**config.mk**
```make
export PLATFORM = sky130hd
export DESIGN_NAME = tpef_top
export DESIGN_NICKNAME = d
export VERILOG_FILES = /design/src/rtl/tpef_pkg.sv /design/src/rtl/tpef_flag_cell.sv /design/src/rtl/tpef_top.sv
export SDC_FILE = /design/constraint.sdc
export NUM_CORES = 1
export LEC_CHECK = 0
export ABC_AREA = 1
export CAP_MARGIN = 5
export CELL_PAD_IN_SITES_DETAIL_PLACEMENT = 1
export CELL_PAD_IN_SITES_GLOBAL_PLACEMENT = 1
export CORE_ASPECT_RATIO = 1.25
export CORE_UTILIZATION = 50
export DETAILED_ROUTE_END_ITERATION = 6
export DONT_BUFFER_PORTS = 1
export PLACE_DENSITY_LB_ADDON = 0.08
export SLEW_MARGIN = 10
export SYNTH_ARGS = -nofsm -noshare
export SYNTH_HDL_FRONTEND = slang
export SYNTH_SLANG_ARGS = --single-unit
```
**constraint.sdc**
```tcl
create_clock -name ref_clk_in -period 4.7 [get_ports ref_clk_in]
set_clock_uncertainty 0.2 [all_clocks]
set_input_delay 0.47 -clock ref_clk_in [delete_from_list [all_inputs] [get_ports ref_clk_in]]
set_output_delay 0.47 -clock ref_clk_in [all_outputs]
set_load 0.005 [all_outputs]
```
**src/rtl/tpef_pkg.sv**
```systemverilog
// Package for the timer event flag block: register map, fields, resets.
// Assumes a single 40 MHz clock domain and 16-bit counter values.
package tpef_pkg;
  localparam int unsigned NUM_CH = 4;
  localparam logic [3:0] ADDR_STATUS = 4'h0;
  localparam logic [3:0] ADDR_MASK = 4'h1;
  localparam logic [3:0] ADDR_CTRL = 4'h2;
  localparam logic [3:0] ADDR_CH_MODE = 4'h3;
  localparam logic [3:0] ADDR_CH_VAL0 = 4'h4;
  localparam logic [3:0] ADDR_COUNT = 4'h8;
  localparam int unsigned CTRL_CENTER_BIT = 0;
  localparam int unsigned CTRL_FREE_BIT = 1;
  localparam int unsigned STATUS_OVF_BIT = 0;
  localparam int unsigned STATUS_CH0_BIT = 1;
  localparam logic [15:0] CTR_ZERO = 16'h0000;
  localparam logic [15:0] CTR_TOP = 16'hffff;
  localparam logic [15:0] RESET_STATUS = 16'h0000;
  localparam logic [15:0] RESET_MASK = 16'h0000;
  localparam logic [1:0] RESET_CTRL = 2'h0;
  localparam logic [3:0] RESET_CH_MODE = 4'h0;
  localparam logic [15:0] RESET_CH_VAL = 16'h0000;
  // Channel mode nibble: [3:2] function, [1] edge_select_high,
  // [0] edge_select_low
  localparam logic [1:0] FUNC_CAPTURE = 2'h0;
  localparam logic [1:0] FUNC_COMPARE = 2'h1;
  localparam logic [1:0] FUNC_EPWM = 2'h2;
  localparam logic [1:0] EDGE_NONE = 2'h0;
  localparam logic [1:0] EDGE_RISE = 2'h1;
  localparam logic [1:0] EDGE_FALL = 2'h2;
  localparam logic [1:0] EDGE_ANY = 2'h3;

  typedef struct packed {
    logic [15:0] count;
    logic [15:0] modulo;
    logic count_up;
  } tpef_counter_s;

  typedef struct packed {
    logic [3:0] addr;
    logic [15:0] wdata;
    logic wr;
    logic rd;
  } tpef_bus_s;
endpackage

```
**src/rtl/tpef_flag_cell.sv**
```systemverilog
// One sticky event flag with read-then-write-zero clearing.
// Assumes arm and clear are one-cycle qualifiers from the register slave.
`timescale 1ns/1ps
module tpef_flag_cell (
  // Clock and reset
  input wire logic ref_clk_in,
  input wire logic rstn_in,
  // Control
  input wire logic event_in,
  input wire logic read_in,
  input wire logic write_zero_in,
  // State
  output logic flag_out
);
  logic armed;

  // Arm on a read seen while set; a new event cancels the arming
  always_ff @(posedge ref_clk_in or negedge rstn_in) begin
    if (!rstn_in) begin
      armed <= 1'b0;
    end else if (event_in) begin
      armed <= 1'b0;
    end else if (read_in && flag_out) begin
      armed <= 1'b1;
    end else if (write_zero_in) begin
      armed <= 1'b0;
    end
  end

  always_ff @(posedge ref_clk_in or negedge rstn_in) begin
    if (!rstn_in) begin
      flag_out <= 1'b0;
    end else if (event_in) begin
      flag_out <= 1'b1;
    end else if (write_zero_in && armed) begin
      flag_out <= 1'b0;
    end
  end

  event_wins_a: assert property (
    @(posedge ref_clk_in) disable iff (!rstn_in)
    event_in |=> flag_out)
    else $error("event lost");
  clear_needs_arm_a: assert property (
    @(posedge ref_clk_in) disable iff (!rstn_in)
    $fell(flag_out) |-> $past(armed) && $past(write_zero_in))
    else $error("flag cleared without read first");
  event_disarms_a: assert property (
    @(posedge ref_clk_in) disable iff (!rstn_in)
    event_in |=> !armed)
    else $error("event did not reset clear");
endmodule

```
**src/rtl/tpef_top.sv**
```systemverilog
// Event flags and interrupt requests of a multi-channel 16-bit timer.
// Assumes counter, modulo, direction and capture pins come from a
// datapath on the same clock; register port is a simple strobe bus.
//
// The placing of the registers and the address-and-strobe port were left to the implementer.
`timescale 1ns/1ps
module tpef_top #(
  parameter int unsigned NUM_CH = tpef_pkg::NUM_CH
) (
  // Clock and reset
  input wire logic ref_clk_in,
  input wire logic rstn_in,
  // Register port
  input wire logic [3:0] addr_in,
  input wire logic [15:0] wdata_in,
  input wire logic wr_in,
  input wire logic rd_in,
  output logic [15:0] rdata_out,
  // Counter datapath
  input wire logic [15:0] count_in,
  input wire logic [15:0] modulo_in,
  input wire logic count_up_in,
  input wire logic [NUM_CH-1:0] capture_pin_in,
  // Interrupt requests
  output logic overflow_irq_out,
  output logic [NUM_CH-1:0] channel_irq_out,
  output logic irq_out
);
  tpef_pkg::tpef_counter_s ctr;
  tpef_pkg::tpef_counter_s ctr_prev;
  tpef_pkg::tpef_bus_s bus;
  logic [15:0] mask;
  logic [1:0] ctrl;
  logic [3:0] ch_mode [NUM_CH];
  logic [15:0] ch_val [NUM_CH];
  logic [NUM_CH-1:0] pin_prev;
  logic prev_valid;
  logic overflow_flag;
  logic [NUM_CH-1:0] channel_event_flag;
  logic overflow_event;
  logic [NUM_CH-1:0] channel_event;
  logic center_align_select;
  logic free_run;
  logic status_rd;
  logic status_wr;
  logic [15:0] status_word;
  logic [15:0] next_rdata;

  assign ctr = '{count: count_in, modulo: modulo_in, count_up: count_up_in};
  assign bus = '{addr: addr_in, wdata: wdata_in, wr: wr_in, rd: rd_in};
  assign center_align_select = ctrl[tpef_pkg::CTRL_CENTER_BIT];
  assign free_run = ctrl[tpef_pkg::CTRL_FREE_BIT];
  assign status_rd = bus.rd && (bus.addr == tpef_pkg::ADDR_STATUS);
  assign status_wr = bus.wr && (bus.addr == tpef_pkg::ADDR_STATUS);

  // Counter reached the target value this cycle, from a different value
  function automatic logic moved_to(input logic [15:0] now,
                                    input logic [15:0] prev,
                                    input logic [15:0] target);
    moved_to = (now == target) && (prev != target);
  endfunction

  always_ff @(posedge ref_clk_in or negedge rstn_in) begin
    if (!rstn_in) begin
      ctr_prev <= '0;
      pin_prev <= '0;
      prev_valid <= 1'b0;
    end else begin
      ctr_prev <= ctr;
      pin_prev <= capture_pin_in;
      prev_valid <= 1'b1;
    end
  end

  // Overflow detection
  always_comb begin
    overflow_event = 1'b0;
    if (prev_valid) begin
      if (center_align_select) begin
        overflow_event = ctr_prev.count_up && !ctr.count_up &&
                         (ctr_prev.count == ctr_prev.modulo);
      end else if (free_run) begin
        overflow_event = (ctr_prev.count == tpef_pkg::CTR_TOP) &&
                         (ctr.count == tpef_pkg::CTR_ZERO);
      end else begin
        overflow_event = (ctr_prev.count == ctr_prev.modulo) &&
                         (ctr.count == tpef_pkg::CTR_ZERO);
      end
    end
  end

  // Channel event detection
  always_comb begin
    logic rise;
    logic fall;
    logic hit;
    channel_event = '0;
    rise = 1'b0;
    fall = 1'b0;
    hit = 1'b0;
    for (int i = 0; i < NUM_CH; i++) begin
      rise = capture_pin_in[i] && !pin_prev[i];
      fall = !capture_pin_in[i] && pin_prev[i];
      hit = prev_valid && moved_to(ctr.count, ctr_prev.count, ch_val[i]);
      if (center_align_select) begin
        // Center mode: a channel with its pin in use flags every match
        channel_event[i] = hit &&
          (ch_mode[i][1:0] != tpef_pkg::EDGE_NONE);
      end else begin
        case (ch_mode[i][3:2])
          tpef_pkg::FUNC_CAPTURE: begin
            case (ch_mode[i][1:0])
              tpef_pkg::EDGE_RISE: channel_event[i] = prev_valid && rise;
              tpef_pkg::EDGE_FALL: channel_event[i] = prev_valid && fall;
              tpef_pkg::EDGE_ANY: channel_event[i] = prev_valid &&
                                                     (rise || fall);
              default: channel_event[i] = 1'b0;
            endcase
          end
          tpef_pkg::FUNC_COMPARE: channel_event[i] = hit;
          default: channel_event[i] = hit;
        endcase
      end
    end
  end

  tpef_flag_cell overflow_cell (
    .ref_clk_in(ref_clk_in),
    .rstn_in(rstn_in),
    .event_in(overflow_event),
    .read_in(status_rd),
    .write_zero_in(status_wr &&
                   !bus.wdata[tpef_pkg::STATUS_OVF_BIT]),
    .flag_out(overflow_flag)
  );

  for (genvar g = 0; g < NUM_CH; g++) begin : g_ch
    tpef_flag_cell channel_cell (
      .ref_clk_in(ref_clk_in),
      .rstn_in(rstn_in),
      .event_in(channel_event[g]),
      .read_in(status_rd),
      .write_zero_in(status_wr &&
                     !bus.wdata[tpef_pkg::STATUS_CH0_BIT + g]),
      .flag_out(channel_event_flag[g])
    );
  end

  always_comb begin
    status_word = '0;
    status_word[tpef_pkg::STATUS_OVF_BIT] = overflow_flag;
    for (int i = 0; i < NUM_CH; i++) begin
      status_word[tpef_pkg::STATUS_CH0_BIT + i] = channel_event_flag[i];
    end
  end

  // Control registers
  always_ff @(posedge ref_clk_in or negedge rstn_in) begin
    if (!rstn_in) begin
      mask <= tpef_pkg::RESET_MASK;
      ctrl <= tpef_pkg::RESET_CTRL;
    end else if (bus.wr) begin
      if (bus.addr == tpef_pkg::ADDR_MASK) begin
        mask <= bus.wdata & ((16'h0001 << (NUM_CH + 1)) - 16'h0001);
      end
      if (bus.addr == tpef_pkg::ADDR_CTRL) begin
        ctrl <= bus.wdata[1:0];
      end
    end
  end

  always_ff @(posedge ref_clk_in or negedge rstn_in) begin
    if (!rstn_in) begin
      for (int i = 0; i < NUM_CH; i++) begin
        ch_mode[i] <= tpef_pkg::RESET_CH_MODE;
        ch_val[i] <= tpef_pkg::RESET_CH_VAL;
      end
    end else if (bus.wr) begin
      for (int i = 0; i < NUM_CH; i++) begin
        if (bus.addr == tpef_pkg::ADDR_CH_MODE) begin
          ch_mode[i] <= bus.wdata[i*4 +: 4];
        end
        if (bus.addr == tpef_pkg::ADDR_CH_VAL0 + 4'(i)) begin
          ch_val[i] <= bus.wdata;
        end
      end
    end
  end

  // Read data, one cycle after the read strobe, zero otherwise
  always_comb begin
    next_rdata = 16'h0000;
    if (bus.rd) begin
      case (bus.addr)
        tpef_pkg::ADDR_STATUS: next_rdata = status_word;
        tpef_pkg::ADDR_MASK: next_rdata = mask;
        tpef_pkg::ADDR_CTRL: next_rdata = {14'h0000, ctrl};
        tpef_pkg::ADDR_CH_MODE: begin
          for (int i = 0; i < NUM_CH; i++) begin
            next_rdata[i*4 +: 4] = ch_mode[i];
          end
        end
        tpef_pkg::ADDR_COUNT: next_rdata = ctr.count;
        default: begin
          for (int i = 0; i < NUM_CH; i++) begin
            if (bus.addr == tpef_pkg::ADDR_CH_VAL0 + 4'(i)) begin
              next_rdata = ch_val[i];
            end
          end
        end
      endcase
    end
  end

  always_ff @(posedge ref_clk_in or negedge rstn_in) begin
    if (!rstn_in) begin
      rdata_out <= 16'h0000;
    end else begin
      rdata_out <= next_rdata;
    end
  end

  // Interrupt requests, registered, active high
  always_ff @(posedge ref_clk_in or negedge rstn_in) begin
    if (!rstn_in) begin
      overflow_irq_out <= 1'b0;
      channel_irq_out <= '0;
      irq_out <= 1'b0;
    end else begin
      overflow_irq_out <= overflow_flag &&
                          mask[tpef_pkg::STATUS_OVF_BIT];
      channel_irq_out <= channel_event_flag &
                         mask[tpef_pkg::STATUS_CH0_BIT +: NUM_CH];
      irq_out <= |(status_word & mask);
    end
  end

  // Interrupt request checks
  irq_follows_flag_a: assert property (
    @(posedge ref_clk_in) disable iff (!rstn_in)
    overflow_flag && mask[0] |=> overflow_irq_out)
    else $error("overflow request missing");
  irq_needs_enable_a: assert property (
    @(posedge ref_clk_in) disable iff (!rstn_in)
    !mask[0] |=> !overflow_irq_out)
    else $error("overflow request while disabled");
  chan_irq_follows_a: assert property (
    @(posedge ref_clk_in) disable iff (!rstn_in)
    channel_event_flag[1] && mask[2] |=> channel_irq_out[1])
    else $error("channel request missing");
  chan_irq_enable_a: assert property (
    @(posedge ref_clk_in) disable iff (!rstn_in)
    !mask[1] |=> !channel_irq_out[0])
    else $error("channel request while disabled");
  any_irq_high_a: assert property (
    @(posedge ref_clk_in) disable iff (!rstn_in)
    |(status_word & mask) |=> irq_out)
    else $error("summary request missing");
  any_irq_low_a: assert property (
    @(posedge ref_clk_in) disable iff (!rstn_in)
    !(|(status_word & mask)) |=> !irq_out)
    else $error("summary request without cause");

  // Overflow checks
  wrap_sets_ovf_a: assert property (
    @(posedge ref_clk_in) disable iff (!rstn_in)
    !center_align_select && !free_run && prev_valid &&
    ctr_prev.count == ctr_prev.modulo && ctr.count == 16'h0000
    |=> overflow_flag)
    else $error("modulo wrap missed");
  free_wrap_ovf_a: assert property (
    @(posedge ref_clk_in) disable iff (!rstn_in)
    !center_align_select && free_run && prev_valid &&
    ctr_prev.count == 16'hffff && ctr.count == 16'h0000
    |=> overflow_flag)
    else $error("free wrap missed");
  free_no_modulo_a: assert property (
    @(posedge ref_clk_in) disable iff (!rstn_in)
    !center_align_select && free_run &&
    ctr_prev.count != 16'hffff |-> !overflow_event)
    else $error("free run wrapped early");
  turn_sets_ovf_a: assert property (
    @(posedge ref_clk_in) disable iff (!rstn_in)
    center_align_select && prev_valid && $fell(ctr.count_up) &&
    ctr_prev.count == ctr_prev.modulo |=> overflow_flag)
    else $error("direction turn missed");
  center_no_wrap_a: assert property (
    @(posedge ref_clk_in) disable iff (!rstn_in)
    center_align_select && ctr.count_up |-> !overflow_event)
    else $error("overflow while counting up");

  // Channel checks
  rise_capture_a: assert property (
    @(posedge ref_clk_in) disable iff (!rstn_in)
    !center_align_select && ch_mode[1] == 4'h1 && prev_valid &&
    $rose(capture_pin_in[1]) |=> channel_event_flag[1])
    else $error("rising capture missed");
  fall_capture_a: assert property (
    @(posedge ref_clk_in) disable iff (!rstn_in)
    !center_align_select && ch_mode[2] == 4'h2 && prev_valid &&
    $fell(capture_pin_in[2]) |=> channel_event_flag[2])
    else $error("falling capture missed");
  any_capture_a: assert property (
    @(posedge ref_clk_in) disable iff (!rstn_in)
    !center_align_select && ch_mode[3] == 4'h3 && prev_valid &&
    $changed(capture_pin_in[3]) |=> channel_event_flag[3])
    else $error("either edge capture missed");
  none_no_event_a: assert property (
    @(posedge ref_clk_in) disable iff (!rstn_in)
    !center_align_select && ch_mode[0] == 4'h0 |-> !channel_event[0])
    else $error("unused pin made event");
  compare_match_a: assert property (
    @(posedge ref_clk_in) disable iff (!rstn_in)
    !center_align_select && ch_mode[0][3:2] == 2'h1 && prev_valid &&
    ctr.count == ch_val[0] && ctr_prev.count != ch_val[0]
    |=> channel_event_flag[0])
    else $error("compare missed");
  epwm_match_a: assert property (
    @(posedge ref_clk_in) disable iff (!rstn_in)
    !center_align_select && ch_mode[1][3:2] == 2'h2 && prev_valid &&
    ctr.count == ch_val[1] && ctr_prev.count != ch_val[1]
    |=> channel_event_flag[1])
    else $error("duty end match missed");
  center_match_a: assert property (
    @(posedge ref_clk_in) disable iff (!rstn_in)
    center_align_select && ch_mode[0][1:0] != 2'h0 && prev_valid &&
    ctr.count == ch_val[0] && ctr_prev.count != ch_val[0]
    |=> channel_event_flag[0])
    else $error("center duty match missed");
endmodule

```
# After elaboration in Yosys (flattened, before gate mapping)
# Cells that the tools add are included.
[totals]
regBits = 157
latchBits = 0
ram_bits = 0
romBits = 0
inputBits = 61
out_inout_bits = 22
elab_cells = 207
mem_count = 0
[classes]
n_addsub = 0
mul = 0
div = 0
magnitude_cmp = 0
eq_ne = 30
shifts = 0
n_mux = 46
bitwise_logic = 2
n_reduce_logical = 100
[op_table]
columns = ["op", "count"]
rows = [
  ["16-bit == test", 5],
  ["16-bit two-way mux", 5],
  ["16-bit case mux with 5 select lines", 1],
  ["16-bit != test", 4],
  ["1-bit logical AND", 54],
  ["1-bit two-way mux", 36],
  ["2-bit nonzero test", 9],
  ["16-bit == test, second input constant", 1],
  ["2-bit == test, second input constant", 8],
  ["4-bit by 3-bit == test with 1-bit output, second input constant", 4],
  ["16-bit zero test", 1],
  ["16-bit OR reduction", 1],
  ["3-bit nonzero test", 5],
  ["1-bit zero test", 14],
  ["2-bit AND reduction", 7],
  ["1-bit case mux with 3 select lines", 4],
  ["2-bit by 1-bit == test with 1-bit output, second input constant", 4],
  ["4-bit by 2-bit == test with 1-bit output, second input constant", 2],
  ["2-bit zero test", 4],
  ["5-bit AND", 1],
  ["4-bit AND", 1],
  ["4-bit by 1-bit == test with 1-bit output, second input constant", 1],
  ["4-bit == test, second input constant", 1],
  ["4-bit zero test", 1],
  ["1-bit logical OR", 4],
]

# Logic depth before layout (Yosys ltp)
# Gate-level depths: netlist of run 1.
[depth]
depth_word = 8
depth_mapped = 13
depth_no_buf = 12

# Cells and area by module
# Synthesis of run 1 repeated with hierarchy kept, for this count alone.
[unflattened]
hier_cells = 1238
area_unflattened_um2 = 8789.7
[modules_own_cells]
columns = ["module", "instances", "cells_each", "area_each_um2", "seq_area_each_um2"]
rows = [
  ["tpef_top", 1, 1198, 8383.0, 3678.5],
  ["tpef_flag_cell", 5, 8, 81.3, 50.0],
]

# Worst setup path before layout of run 1
# Ideal clock, no wire load.
[synth_timing]
kind = "input to register"
from = "in addr_in[1]"
to = "reg rdata_out[10]"
setup_ns = 0.138
arrival_time_ns = 1.355
required_ns = 4.362
slack_ns = 3.007
cell_stages = 9
path_buffers = 1
cell_sequence = "nor2_2 -> nand3_2 -> inv_2 -> nor2_8 -> inv_2 -> buf_4 -> o21ai_1 -> a21oi_1 -> nor3_2"
[synth_via]
elab_chain_len = 7
elab_cells_between_ends = 15
classes_between = "eq/ne: 8; mux: 6; reduce/logical: 1"
[synth_rtl]
columns = ["item", "line_no", "source"]
rows = [
  ["start: declaration", "tpef_top.sv:14", "input wire logic [3:0] addr_in,"],
  ["4-bit by 3-bit == test with 1-bit output", "tpef_top.sv:206", "if (bus.addr == tpef_pkg::ADDR_CH_VAL0 + 4'(i)) begin"],
  ["16-bit two-way mux (4 in a row)", "tpef_top.sv:206", ""],
  ["16-bit case mux with 5 select lines (*)", "tpef_top.sv:194", "case (bus.addr)"],
  ["16-bit two-way mux (*)", "tpef_top.sv:193", "if (bus.rd) begin"],
  ["named net next_rdata[10]", "tpef_top.sv:47", "logic [15:0] next_rdata;"],
  ["end signal: assignment", "tpef_top.sv:219", "rdata_out <= next_rdata;"],
  ["end: declaration", "tpef_top.sv:18", "output logic [15:0] rdata_out,"],
]
# The timed path passes the listed nets; every way through them passes the cells marked *.
# A chain may end at the register's enable or synchronous reset.

# Worst setup path in the final report of run 1
[layout_timing]
from = "in addr_in[2]"
to = "reg ch_val[56] (netlist name)"
[layout_via]
elab_chain_len = 2
[layout_rtl]
columns = ["item", "line_no", "source"]
rows = [
  ["4-bit by 3-bit == test with 1-bit output", "tpef_top.sv:183", "if (bus.addr == tpef_pkg::ADDR_CH_VAL0 + 4'(i)) begin"],
  ["2-bit AND reduction (no source line)", "--", ""],
  ["end signal: indexed assignment", "tpef_top.sv:176", "ch_val[i] <= tpef_pkg::RESET_CH_VAL;"],
  ["end signal: indexed assignment", "tpef_top.sv:184", "ch_val[i] <= bus.wdata;"],
  ["end: declaration", "tpef_top.sv:35", "logic [15:0] ch_val [NUM_CH];"],
]
# Every way passes these cells.

==> results.yml, run 1 <==
floorplan:
  boundaryPins: 83
  die_x_um: 121
  placeableCoreArea_um2: 17000
  rows: 53
  fp.dieH_um: 150
  die_area_um2: 18200
  initial_core_util_pct: 51.7
timing:
  post-route-period-util_pct: 58.4
  setup_slack_ns: 1.95
  fmax_mhz: 364
  setup_violations: 0
  rsz0062_at_grt: "no"
  tightestPinTransition_ns: 1.32
  hold_viol: 0
  fin_setup_tns_ns: 0
  max-slew-margin-rel_pct: 11.5
  period_needed_ns: 2.75
  whs_ns: 0.0161
  slew_viol_final: 0
yosys:
  synthCells: 1230
  yosysTopAreaCellShare_pct: 44.6
  seq_area_frac_synth_pct: 44.6
  ys_ff_latch: 157
  synth_area_leader_cell: "dfrtp_1"
  synth_common_cells: "nand2_1 (462), dfrtp_1 (157), inv_1 (138)"
  syn-cell-area_um2: 8810
  synth.avg_cell_area_um2: 7.16
  yosysMostFrequentCell: "nand2_1"
  ys_types: 33
  yosys_warnings: 0
  synth_area_leaders: "dfrtp_1 (45%), nand2_1 (20%), inv_1 (5.9%), xnor2_1 (4.9%), o21ai_0 (4.7%)"
  synthArstFlopShare_pct: 100
  ys.flop_type: "dfrtp_1"
  synth_enable_flop_cells: 0
  syn-num-nets: 1299
critical_path:
  rr_startpoint: "ctr_prev[30]$_DFF_PN0_"
  critPathMaxStageDelay_ns: 0.79
  critPathLaunchType: "input pin"
  critPathLaunch: "addr_in[2]"
  arrival_ns: 2.85
  endpoint_kind: "flop"
  path_buf_inv: 2
  criticalPathCategory: "in2reg"
  crit_path_top_delay_cell: "nand2_1"
  cp_cell_sequence: "inv_1 > nor2_1 > nand2_1 > inv_2 > nand2_1 > o21ai_0"
  cpMostUsedCell: "nand2_1"
  critPathTopFamily: "simple AND/OR/NAND/NOR gates"
  critPathMaxFanout: 32
  required_ns: 4.80
global_route:
  grt_pass1_wl_um: 48500
  use_met2_pct: 63.3
  grt_pass1_vias: 8826
  grt.total_usage_pct: 36.1
  grtUsageMet1_pct: 41.5
  grt-ovfl-total: 0
  grtUsageMet3_pct: 7.05
  busiest_layer: "met2"
  antenna_found_initial: 1
  grt_max_degree: 158
cts:
  cts_resized: 0
  cts_root_buf: "clkbuf_16"
  insertion_delay_ns: 0.43
  path_clk_slew_ns: 0.07
  cts_tree: "built"
  cts.sinks: 157
  cts_buffers: 17
  cts_buffer_depth: 2
  htreeDepth: 4
hold_path:
  hp-class: "in2reg"
  hp-start: "rd_in"
power_and_ir_drop:
  p_leak_nw: 4.92
  vdd_drop_max_mv: 0.229
  powerDensity_nw_per_um2: 421
final_layout:
  drive_gt1_share_pct: 4.32
  diodes: 0
  fin_area_um2: 9880
  area_delta_synth_final_pct: 12.1
  nets: 1308
route:
  totalWireLength_um: 30800
  firstDrtPassIters: 5
  drt_iter0_drc: 497
  wire_per_inst_um: 21.0
  vias: 8209
  drcViolationCount: 0
  ant_nets: 0
  vias_per_cell: 5.58
placed_design:
  portBuffers: 0
  dpl_cell_area_um2: 8870
  dp_hpwl_um: 21600
  finalWeightedCongestion: 0.928
  dp_slack_ns: 1.69
run:
  maxCapViolCount: 0
outcome:
  outcome: "completed"
-- per-stage QoR --
stage	util, %	cells	power, mW
after detailed placement	52.1	1400	2.69
after global placement	52.1	1400	2.64
after global routing	58.0	1471	4.38
after CTS	58.0	1471	4.15
after floorplan	-	1230	2.42
final	58.0	1471	4.16
-- routing by layer --
| layer | wire (µm) | vias to the layer above |
|---|---|---|
| met1 | 12000 | 4039 |
| li1 | - | 3827 |
| met2 | 15900 | 252 |
| met4 | 1370 | 0 |
| met5 | 0 | - |
| met3 | 1550 | 91 |
-- cell type report --
class | instances | area, µm²
clock inverters | 11 | 131
repair buffers | 41 | 425
flip-flops and latches | 157 | 3930
multi-input cells | 874 | 4110
fillers | 2183 | 7160
well taps | 220 | 275
clock buffers | 20 | 457
inverters | 148 | 556
-- registers in the layout, summed over array words and instances, names as in the netlist --
register and cells:
ch_val 64, ctr_prev 33, ch_mode 16, rdata_out 16
mask 5, channel_irq_out 4, g_ch.channel_cell.armed 4, g_ch.channel_cell.flag_out 4
pin_prev 4, ctrl 2, irq_out 1, overflow_cell.armed 1
overflow_cell.flag_out 1, overflow_irq_out 1, prev_valid 1
-- path summary, 6_finish.rpt --
path                                                             endpoint  slack [ns]  cells past startpoint
worst max-delay path                               ch_val[56]$_DFFE_PN0P_        1.95                      6
worst min-delay path                               rdata_out[0]$_DFF_PN0_        0.02                      2
worst max register to register  g_ch[0].channel_cell.flag_out$_DFFE_PN0P_        2.58                     11
worst min register to register                        mask[3]$_DFFE_PN0P_        0.32                      2
max in group asynchronous                           ch_val[6]$_DFFE_PN0P_        3.14                      2
min in group asynchronous                          ctr_prev[10]$_DFF_PN0_        0.52                      2
-- cell usage in the layout (no fill, tap or decap), drive strengths merged, types with 2 or more instances in the layout --
| cell type | instances |
|---|---|
| buf | 2 |
| nor3 | 23 |
| nor2 | 95 |
| nand2 | 463 |
| nand3 | 20 |
| dfrtp | 157 |
| xor2 | 12 |
| a21boi | 2 |
| a21oi | 39 |
| clkinvlp | 3 |
| dlygate4sd3 | 39 |
| o22ai | 14 |
| clkinv | 2 |
| nand4 | 11 |
| a22oi | 4 |
| ha | 8 |
| inv | 152 |
| bufinv | 2 |
| mux2i | 4 |
| clkbuf | 20 |
| xnor2 | 49 |
| o21ai | 124 |
-- cell families (layout without fill, tap and decap cells) --
| group | after synthesis | in the layout | share of synthesized area [%] |
|---|---|---|---|
| xor gates and xnor gates | 61 | 61 | 6.06 |
| AOI/OAI and AO/OA | 187 | 187 | 11.1 |
| and+or+nand+nor | 613 | 613 | 27.8 |
| other | 1 | 1 | 0.0426 |
| DFF | 157 | 157 | 44.6 |
| adders and majority gates | 8 | 8 | 1.14 |
| buffers and inverters | 199 | 220 | 8.82 |
| muxes | 4 | 4 | 0.454 |
-- what timing repair did --
action	CTS	global route
hold buffers	40	0
endpoints found under the hold margin	195	0
buffers inserted	0	0
endpoints found under the setup margin	0	0
-- power breakdown --
group,leakage [nW],switching (mW),internal [mW]
clock network,0.280,0.589,0.814
logic,2.69,0.548,0.341
registers,1.95,0.288,1.58
-- worst reg2reg max path: cells and delay by family, from the launching register on --
family / cells / cell delay [ns]
AND/OR/NAND/NOR: 10 / 1.11
flip-flops: 1 / 0.54
buffers and inverters: 1 / 0.16
Note: power is estimated with default switching activity, not from simulation.
==> run 2, diff against run 1 <==
Settings changed: CORE_UTILIZATION 50 to 47.
Clock period 4.7 ns to 2.75 ns, I/O delays scaled along.
==> run 2 against run 1 <==
Against the previous run:
- the flow now finishes with violations (negative hold slack)
- clock power up 68%
- critical path type unchanged
- worst setup slack worse by 1.8 ns
- sequential share of layout area down 0.92 points
- critical endpoint is now ctrl[0]$_DFFE_PN0P_
- cell count up 2.5%
==> results.yml, run 2 (synthesis results as in run 1) <==
run:
  maxCapViolCount: 0
final_layout:
  area_delta_synth_final_pct: 14.8
  stdcell_count: 1508
  nFillCells: 2371
  largest_register_ffs: 64
  nets: 1336
  drive_gt1_share_pct: 5.08
  postLayoutCoreUtil_pct: 55.5
  mostFrequentLayoutCell: "nand2_1"
  register_area_um2: 3930
  top_register: "ch_val"
  diodes: 0
  multi_input_area_um2: 4110
  reg_top3: "ch_val: 64 flops, ctr_prev: 33 flops"
  final_cell_mix: "nand2_1 (462), dfrtp_1 (157), inv_1 (138), nor2_1 (90), o21ai_0 (83)"
route:
  totalWireLength_um: 30900
  vias_per_cell: 5.46
  wire_per_inst_um: 20.5
  drt_iter0_drc: 479
  firstDrtPassIters: 5
  ant_nets: 0
  drcViolationCount: 0
  vias: 8230
hold_path:
  hp-class: "in2async"
timing:
  rsz0062_at_grt: "no"
  slew_viol_final: 0
  setup_violations: 0
  period_needed_ns: 2.58
  max-slew-margin-rel_pct: 42.7
  hold_viol: 157
  fmax_mhz: 388
  fin_setup_tns_ns: 0
  tightestPinTransition_ns: 0.857
  whs_ns: -0.672
  post-route-period-util_pct: 93.7
floorplan:
  fp.dieH_um: 155
  die_x_um: 124
  die_area_um2: 19300
  rows: 55
  initial_core_util_pct: 48.3
  placeableCoreArea_um2: 18200
  boundaryPins: 83
cts:
  htreeDepth: 4
  cts_tree: "built"
  cts.sinks: 157
  cts_buffers: 17
  cts_root_buf: "clkbuf_16"
  hold_buffers: 57
  insertion_delay_ns: 0.44
  cts_buffer_depth: 2
  path_clk_slew_ns: 0.07
power_and_ir_drop:
  p_leak_nw: 5.03
  powerDensity_nw_per_um2: 695
  power_mw: 7.03
  vdd_drop_max_mv: 0.426
global_route:
  antenna_found_initial: 0
  grt_pass1_wl_um: 49100
  grt.total_usage_pct: 33.5
  grt-ovfl-total: 0
  grt_max_degree: 158
  grt_pass1_vias: 8940
placed_design:
  portBuffers: 0
  dp_hpwl_um: 22300
  dp_cells: 1419
  finalWeightedCongestion: 0.874
critical_path:
  required_ns: 2.92
  critPathLaunchType: "input pin"
  arrival_ns: 2.75
  critPathMaxFanout: 6
  criticalPathCategory: "in2reg"
  endpoint_kind: "flop"
outcome:
  outcome: "finished with violations"
  violations: "negative hold slack"
-- run 2: cell type report --
| type | count | share of cell area, % |
|---|---|---|
| Multi-Input combinational cell | 874 | 40.6 |
| Inverter | 148 | 5.49 |
| Clock buffer | 17 | 4.21 |
| Sequential cell | 157 | 38.8 |
| Timing Repair Buffer | 69 | 6.65 |
| Tap cell | 228 | 2.82 |
| Clock inverter | 15 | 1.41 |
-- run 2: worst max-delay path, cell delays in order --
cell and delay, ns:
dlygate4sd3_1 0.54, nor4_1 0.59, nand2_1 0.11, dlygate4sd3_1 0.59, o21ai_0 0.08, dlygate4sd3_1 0.58
-- run 2: repair_timing --
item	in CTS	in global routing
gates resized for setup	0	0
setup buffers	0	0
endpoints found under the hold margin	267	157
-- run 2: final timing paths --
check                                       start  slack (ns)  cells after the start                                         to
min in group ref_clk_in              count_in[13]        0.02                      4                    rdata_out[13]$_DFF_PN0_
setup reg to reg           ctr_prev[32]$_DFF_PN0_        0.73                     11  g_ch[1].channel_cell.flag_out$_DFFE_PN0P_
hold reg to reg               mask[1]$_DFFE_PN0P_        0.31                      2                        mask[1]$_DFFE_PN0P_
setup / recovery                       addr_in[0]        0.17                      6                        ctrl[0]$_DFFE_PN0P_
hold / removal                            rstn_in       -0.67                      0                     ch_val[60]$_DFFE_PN0P_
max in group asynchronous                 rstn_in        2.80                      0                    ch_mode[13]$_DFFE_PN0P_
-- run 2: per-layer routing --
metal / up-vias / wire [µm] / track usage [%] / share of wire (%)
li1: 3887 / - / - / -
met1: 4059 / 12600 / 40.2 / 41
met2: 219 / 15900 / 59.9 / 52
met3: 65 / 1230 / 4.75 / 4.0
met4: 0 / 1170 / 14.3 / 3.8
met5: - / 0 / 0 / 0
-- run 2: power by group --
group,total [mW],internal [mW],switching [mW]
clock network,2.35,1.21,1.15
logic,1.48,0.603,0.881
registers,3.19,2.70,0.491
total,7.03,4.51,2.52
-- run 2: through the flow --
step / cell area [µm²] / setup slack [ns]
2_1_floorplan: 8810 / 1.25
3_3_place_gp: 8980 / 0.651
3_5_place_dp: 8980 / 0.641
4_1_cts: 10100 / 0.239
5_1_grt: 10100 / 0.0866
6_report: 10100 / 0.172
==> run 3, diff against run 2 <==
Settings changed: CAP_MARGIN 5 to unset, CORE_MARGIN set to 4, SYNTH_HIERARCHICAL set to 1.
==> run 3 against run 2 <==
Against the previous run:
- the run still ends with negative hold slack left
- clock power is 8.9% higher
- combinational power increased by 3%
- total power grew 3.4%
- final area increased by 0.35%
- flip-flop and latch count stayed put
- fmax grew 24%
- via count grew 1.0%
==> results.yml, run 3 <==
outcome:
  outcome: "finished with violations"
  violations: "negative hold slack"
critical_path:
  regToRegEndpoint: "g_ch[1].channel_cell/flag_out$_DFFE_PN0P_"
  required_ns: 2.87
  critPathLaunchType: "flop"
  critPathLaunch: "ctr_prev[28]$_DFF_PN0_"
  worst_r2r_path_depth: 10
  endpoint_kind: "flop"
  arrival_ns: 2.19
  rrSetupSlack_ns: 0.67
  critPathMaxFanout: 7
  endpoint: "g_ch[1].channel_cell/flag_out$_DFFE_PN0P_"
  rr_startpoint: "ctr_prev[28]$_DFF_PN0_"
  criticalPathCategory: "reg2reg"
yosys:
  synthCells: 1238
  synthArstFlopShare_pct: 100
  yosysMostFrequentCell: "nand2_1"
  yosysTopAreaCellShare_pct: 44.7
  seq_area_frac_synth_pct: 44.7
  syn-num-nets: 1307
  yosys.area_share.simple_pct: 26.8
  synth.avg_cell_area_um2: 7.10
  ys_types: 28
  synth_enable_flop_cells: 0
  synth_area_leaders: "dfrtp_1 (45%), nand2_1 (20%), inv_1 (6.3%), xnor2_1 (4.7%), nor2_1 (4.0%)"
  synthAdderAreaFrac_pct: 1.14
  synth_top_family_by_area: "simple AND/OR/NAND/NOR gates"
  ys_ff_latch: 157
  yosys_warnings: 6
  synth_compound_area_share_pct: 12.6
  synth.mux.area_fraction_pct: 0
  synth_area_leader_cell: "dfrtp_1"
  synth_xor_xnor_area_share_pct: 5.78
  synth_common_cells: "nand2_1 (473), dfrtp_1 (157), inv_1 (148)"
  ys.flop_type: "dfrtp_1"
  syn-cell-area_um2: 8790
timing:
  rsz0062_at_grt: "no"
  fmax_mhz: 482
  whs_ns: -0.663
  hold_viol: 157
  fin_setup_tns_ns: 0
  post-route-period-util_pct: 75.5
  tightestPinTransition_ns: 0.879
  setup_violations: 0
  max-slew-margin-rel_pct: 41.2
  slew_viol_final: 0
  period_needed_ns: 2.08
global_route:
  grt-ovfl-total: 0
  antenna_found_initial: 0
  grt.total_usage_pct: 31.3
  grt_pass1_wl_um: 49600
  grt_pass1_vias: 8788
  grt_max_degree: 158
power_and_ir_drop:
  p_seq_share_pct: 43.8
  swShare_pct: 32.8
  p_int_mw: 4.88
  comb_power_share_pct: 21.0
  power_switching_mw: 2.39
  p_clk_share_pct: 35.3
  p_leak_nw: 5.01
  powerDensity_nw_per_um2: 716
  vdd_drop_max_mv: 0.424
final_layout:
  reg_top3: "ch_val: 64 flops, ctr_prev: 33 flops"
  nets: 1345
  mostFrequentLayoutCell: "nand2_1"
  top_register: "ch_val"
  diodes: 0
  area_delta_synth_final_pct: 15.5
  drive_gt1_share_pct: 4.43
  stdcell_count: 1516
  postLayoutCoreUtil_pct: 55.7
  largest_register_ffs: 64
  final_cell_mix: "nand2_1 (473), dfrtp_1 (157), inv_1 (148), nor2_1 (93), o21ai_0 (69)"
  fin_area_um2: 10200
placed_design:
  dp_hpwl_um: 22000
  finalWeightedCongestion: 0.896
  dpl_cell_area_um2: 8930
  portBuffers: 0
  dp_cells: 1425
floorplan:
  rows: 55
  boundaryPins: 83
  die_x_um: 130
  initial_core_util_pct: 48.2
  placeableCoreArea_um2: 18200
  fp.dieH_um: 161
  die_area_um2: 21000
cts:
  hold_buffers: 60
  cts_buffer_depth: 2
  postCtsSetupBuffers: 0
  insertion_delay_ns: 0.43
  cts_tree: "built"
  cts_resized: 0
  cts.sinks: 157
  htreeDepth: 4
  cts_root_buf: "clkbuf_16"
  path_clk_slew_ns: 0.07
  cts_buffers: 17
run:
  maxCapViolCount: 0
route:
  firstDrtPassIters: 5
  ant_nets: 0
  drt_iter0_drc: 409
  totalWireLength_um: 31700
  vias_per_cell: 5.48
  drcViolationCount: 0
  wire_per_inst_um: 20.9
  vias: 8314
hold_path:
  hp-class: "in2async"
-- run 3: changes by cell type after synthesis, moves of 5 or more --
cell	before	now
a21oi_1	39	53
a21o_1	0	5
nand2_1	462	473
nor3_1	19	6
a21oi_2	0	5
nand3_1	19	12
inv_1	138	148
o21ai_0	83	69
o22ai_1	14	23
-- run 3: through the flow --
step / total power [mW] / worst slack (ns)
global route: 7.66 / 0.558
detailed placement: 4.60 / 0.596
floorplan: 4.13 / 1.14
CTS: 7.27 / 0.688
global placement: 4.55 / 0.627
finish: 7.27 / 0.674
-- run 3: worst max-delay path, cell delays in order (launching register included) --
cell and delay (ns):
dfrtp_1 0.48, inv_1 0.13, nand2_1 0.08, nand2_1 0.06, nor2_1 0.16, nand2_1 0.12
nor2_1 0.28, nand2_1 0.09, nand2_1 0.10, a21oi_1 0.10, a21o_1 0.17
-- run 3: cell families after synthesis --
family,after synthesis
other,1
flip-flops,157
buffers and inverters,204
AND/OR/NAND/NOR,605
XOR/XNOR,58
AO/OA/AOI/OAI,205
adder cells (fa/ha/maj),8
-- run 3: power groups by stage --
stage | Sequential [mW] | Clock [mW] | Combinational [mW]
after floorplan | 3.03 | 0 | 1.11
after global placement | 3.20 | 0 | 1.35
after detailed placement | 3.20 | 0 | 1.40
after CTS | 3.17 | 2.59 | 1.51
after global routing | 3.24 | 2.68 | 1.74
final | 3.18 | 2.56 | 1.52
-- run 3: how the worst min path moves through the flow --
| stage | depth (start not counted) | slack, ns | to |
|---|---|---|---|
| floorplan | 0 | -0.22 | ch_mode[0]$_DFFE_PN0P_ |
| global placement | 0 | -0.22 | ch_val[57]$_DFFE_PN0P_ |
| detailed placement | 0 | -0.22 | ch_val[41]$_DFFE_PN0P_ |
| CTS | 0 | -0.67 | ch_val[41]$_DFFE_PN0P_ |
| global route | 0 | -0.67 | ch_val[57]$_DFFE_PN0P_ |
| finish | 0 | -0.66 | ch_val[57]$_DFFE_PN0P_ |
-- run 3: cell type report --
type | count | area, µm²
flip-flops and latches | 157 | 3930
repair buffers | 68 | 661
clock inverters | 11 | 166
clock buffers | 20 | 457
inverters | 155 | 582
fillers | 2301 | 8090
well taps | 228 | 285
multi-input cells | 877 | 4070
-- run 3: per-layer routing --
metal	wire, µm	global-route usage, %	up-vias
met5	0	0	-
met4	1440	14.3	0
met3	1370	5.85	83
met2	15900	53.5	218
met1	13000	37.7	4116
li1	-	-	3897
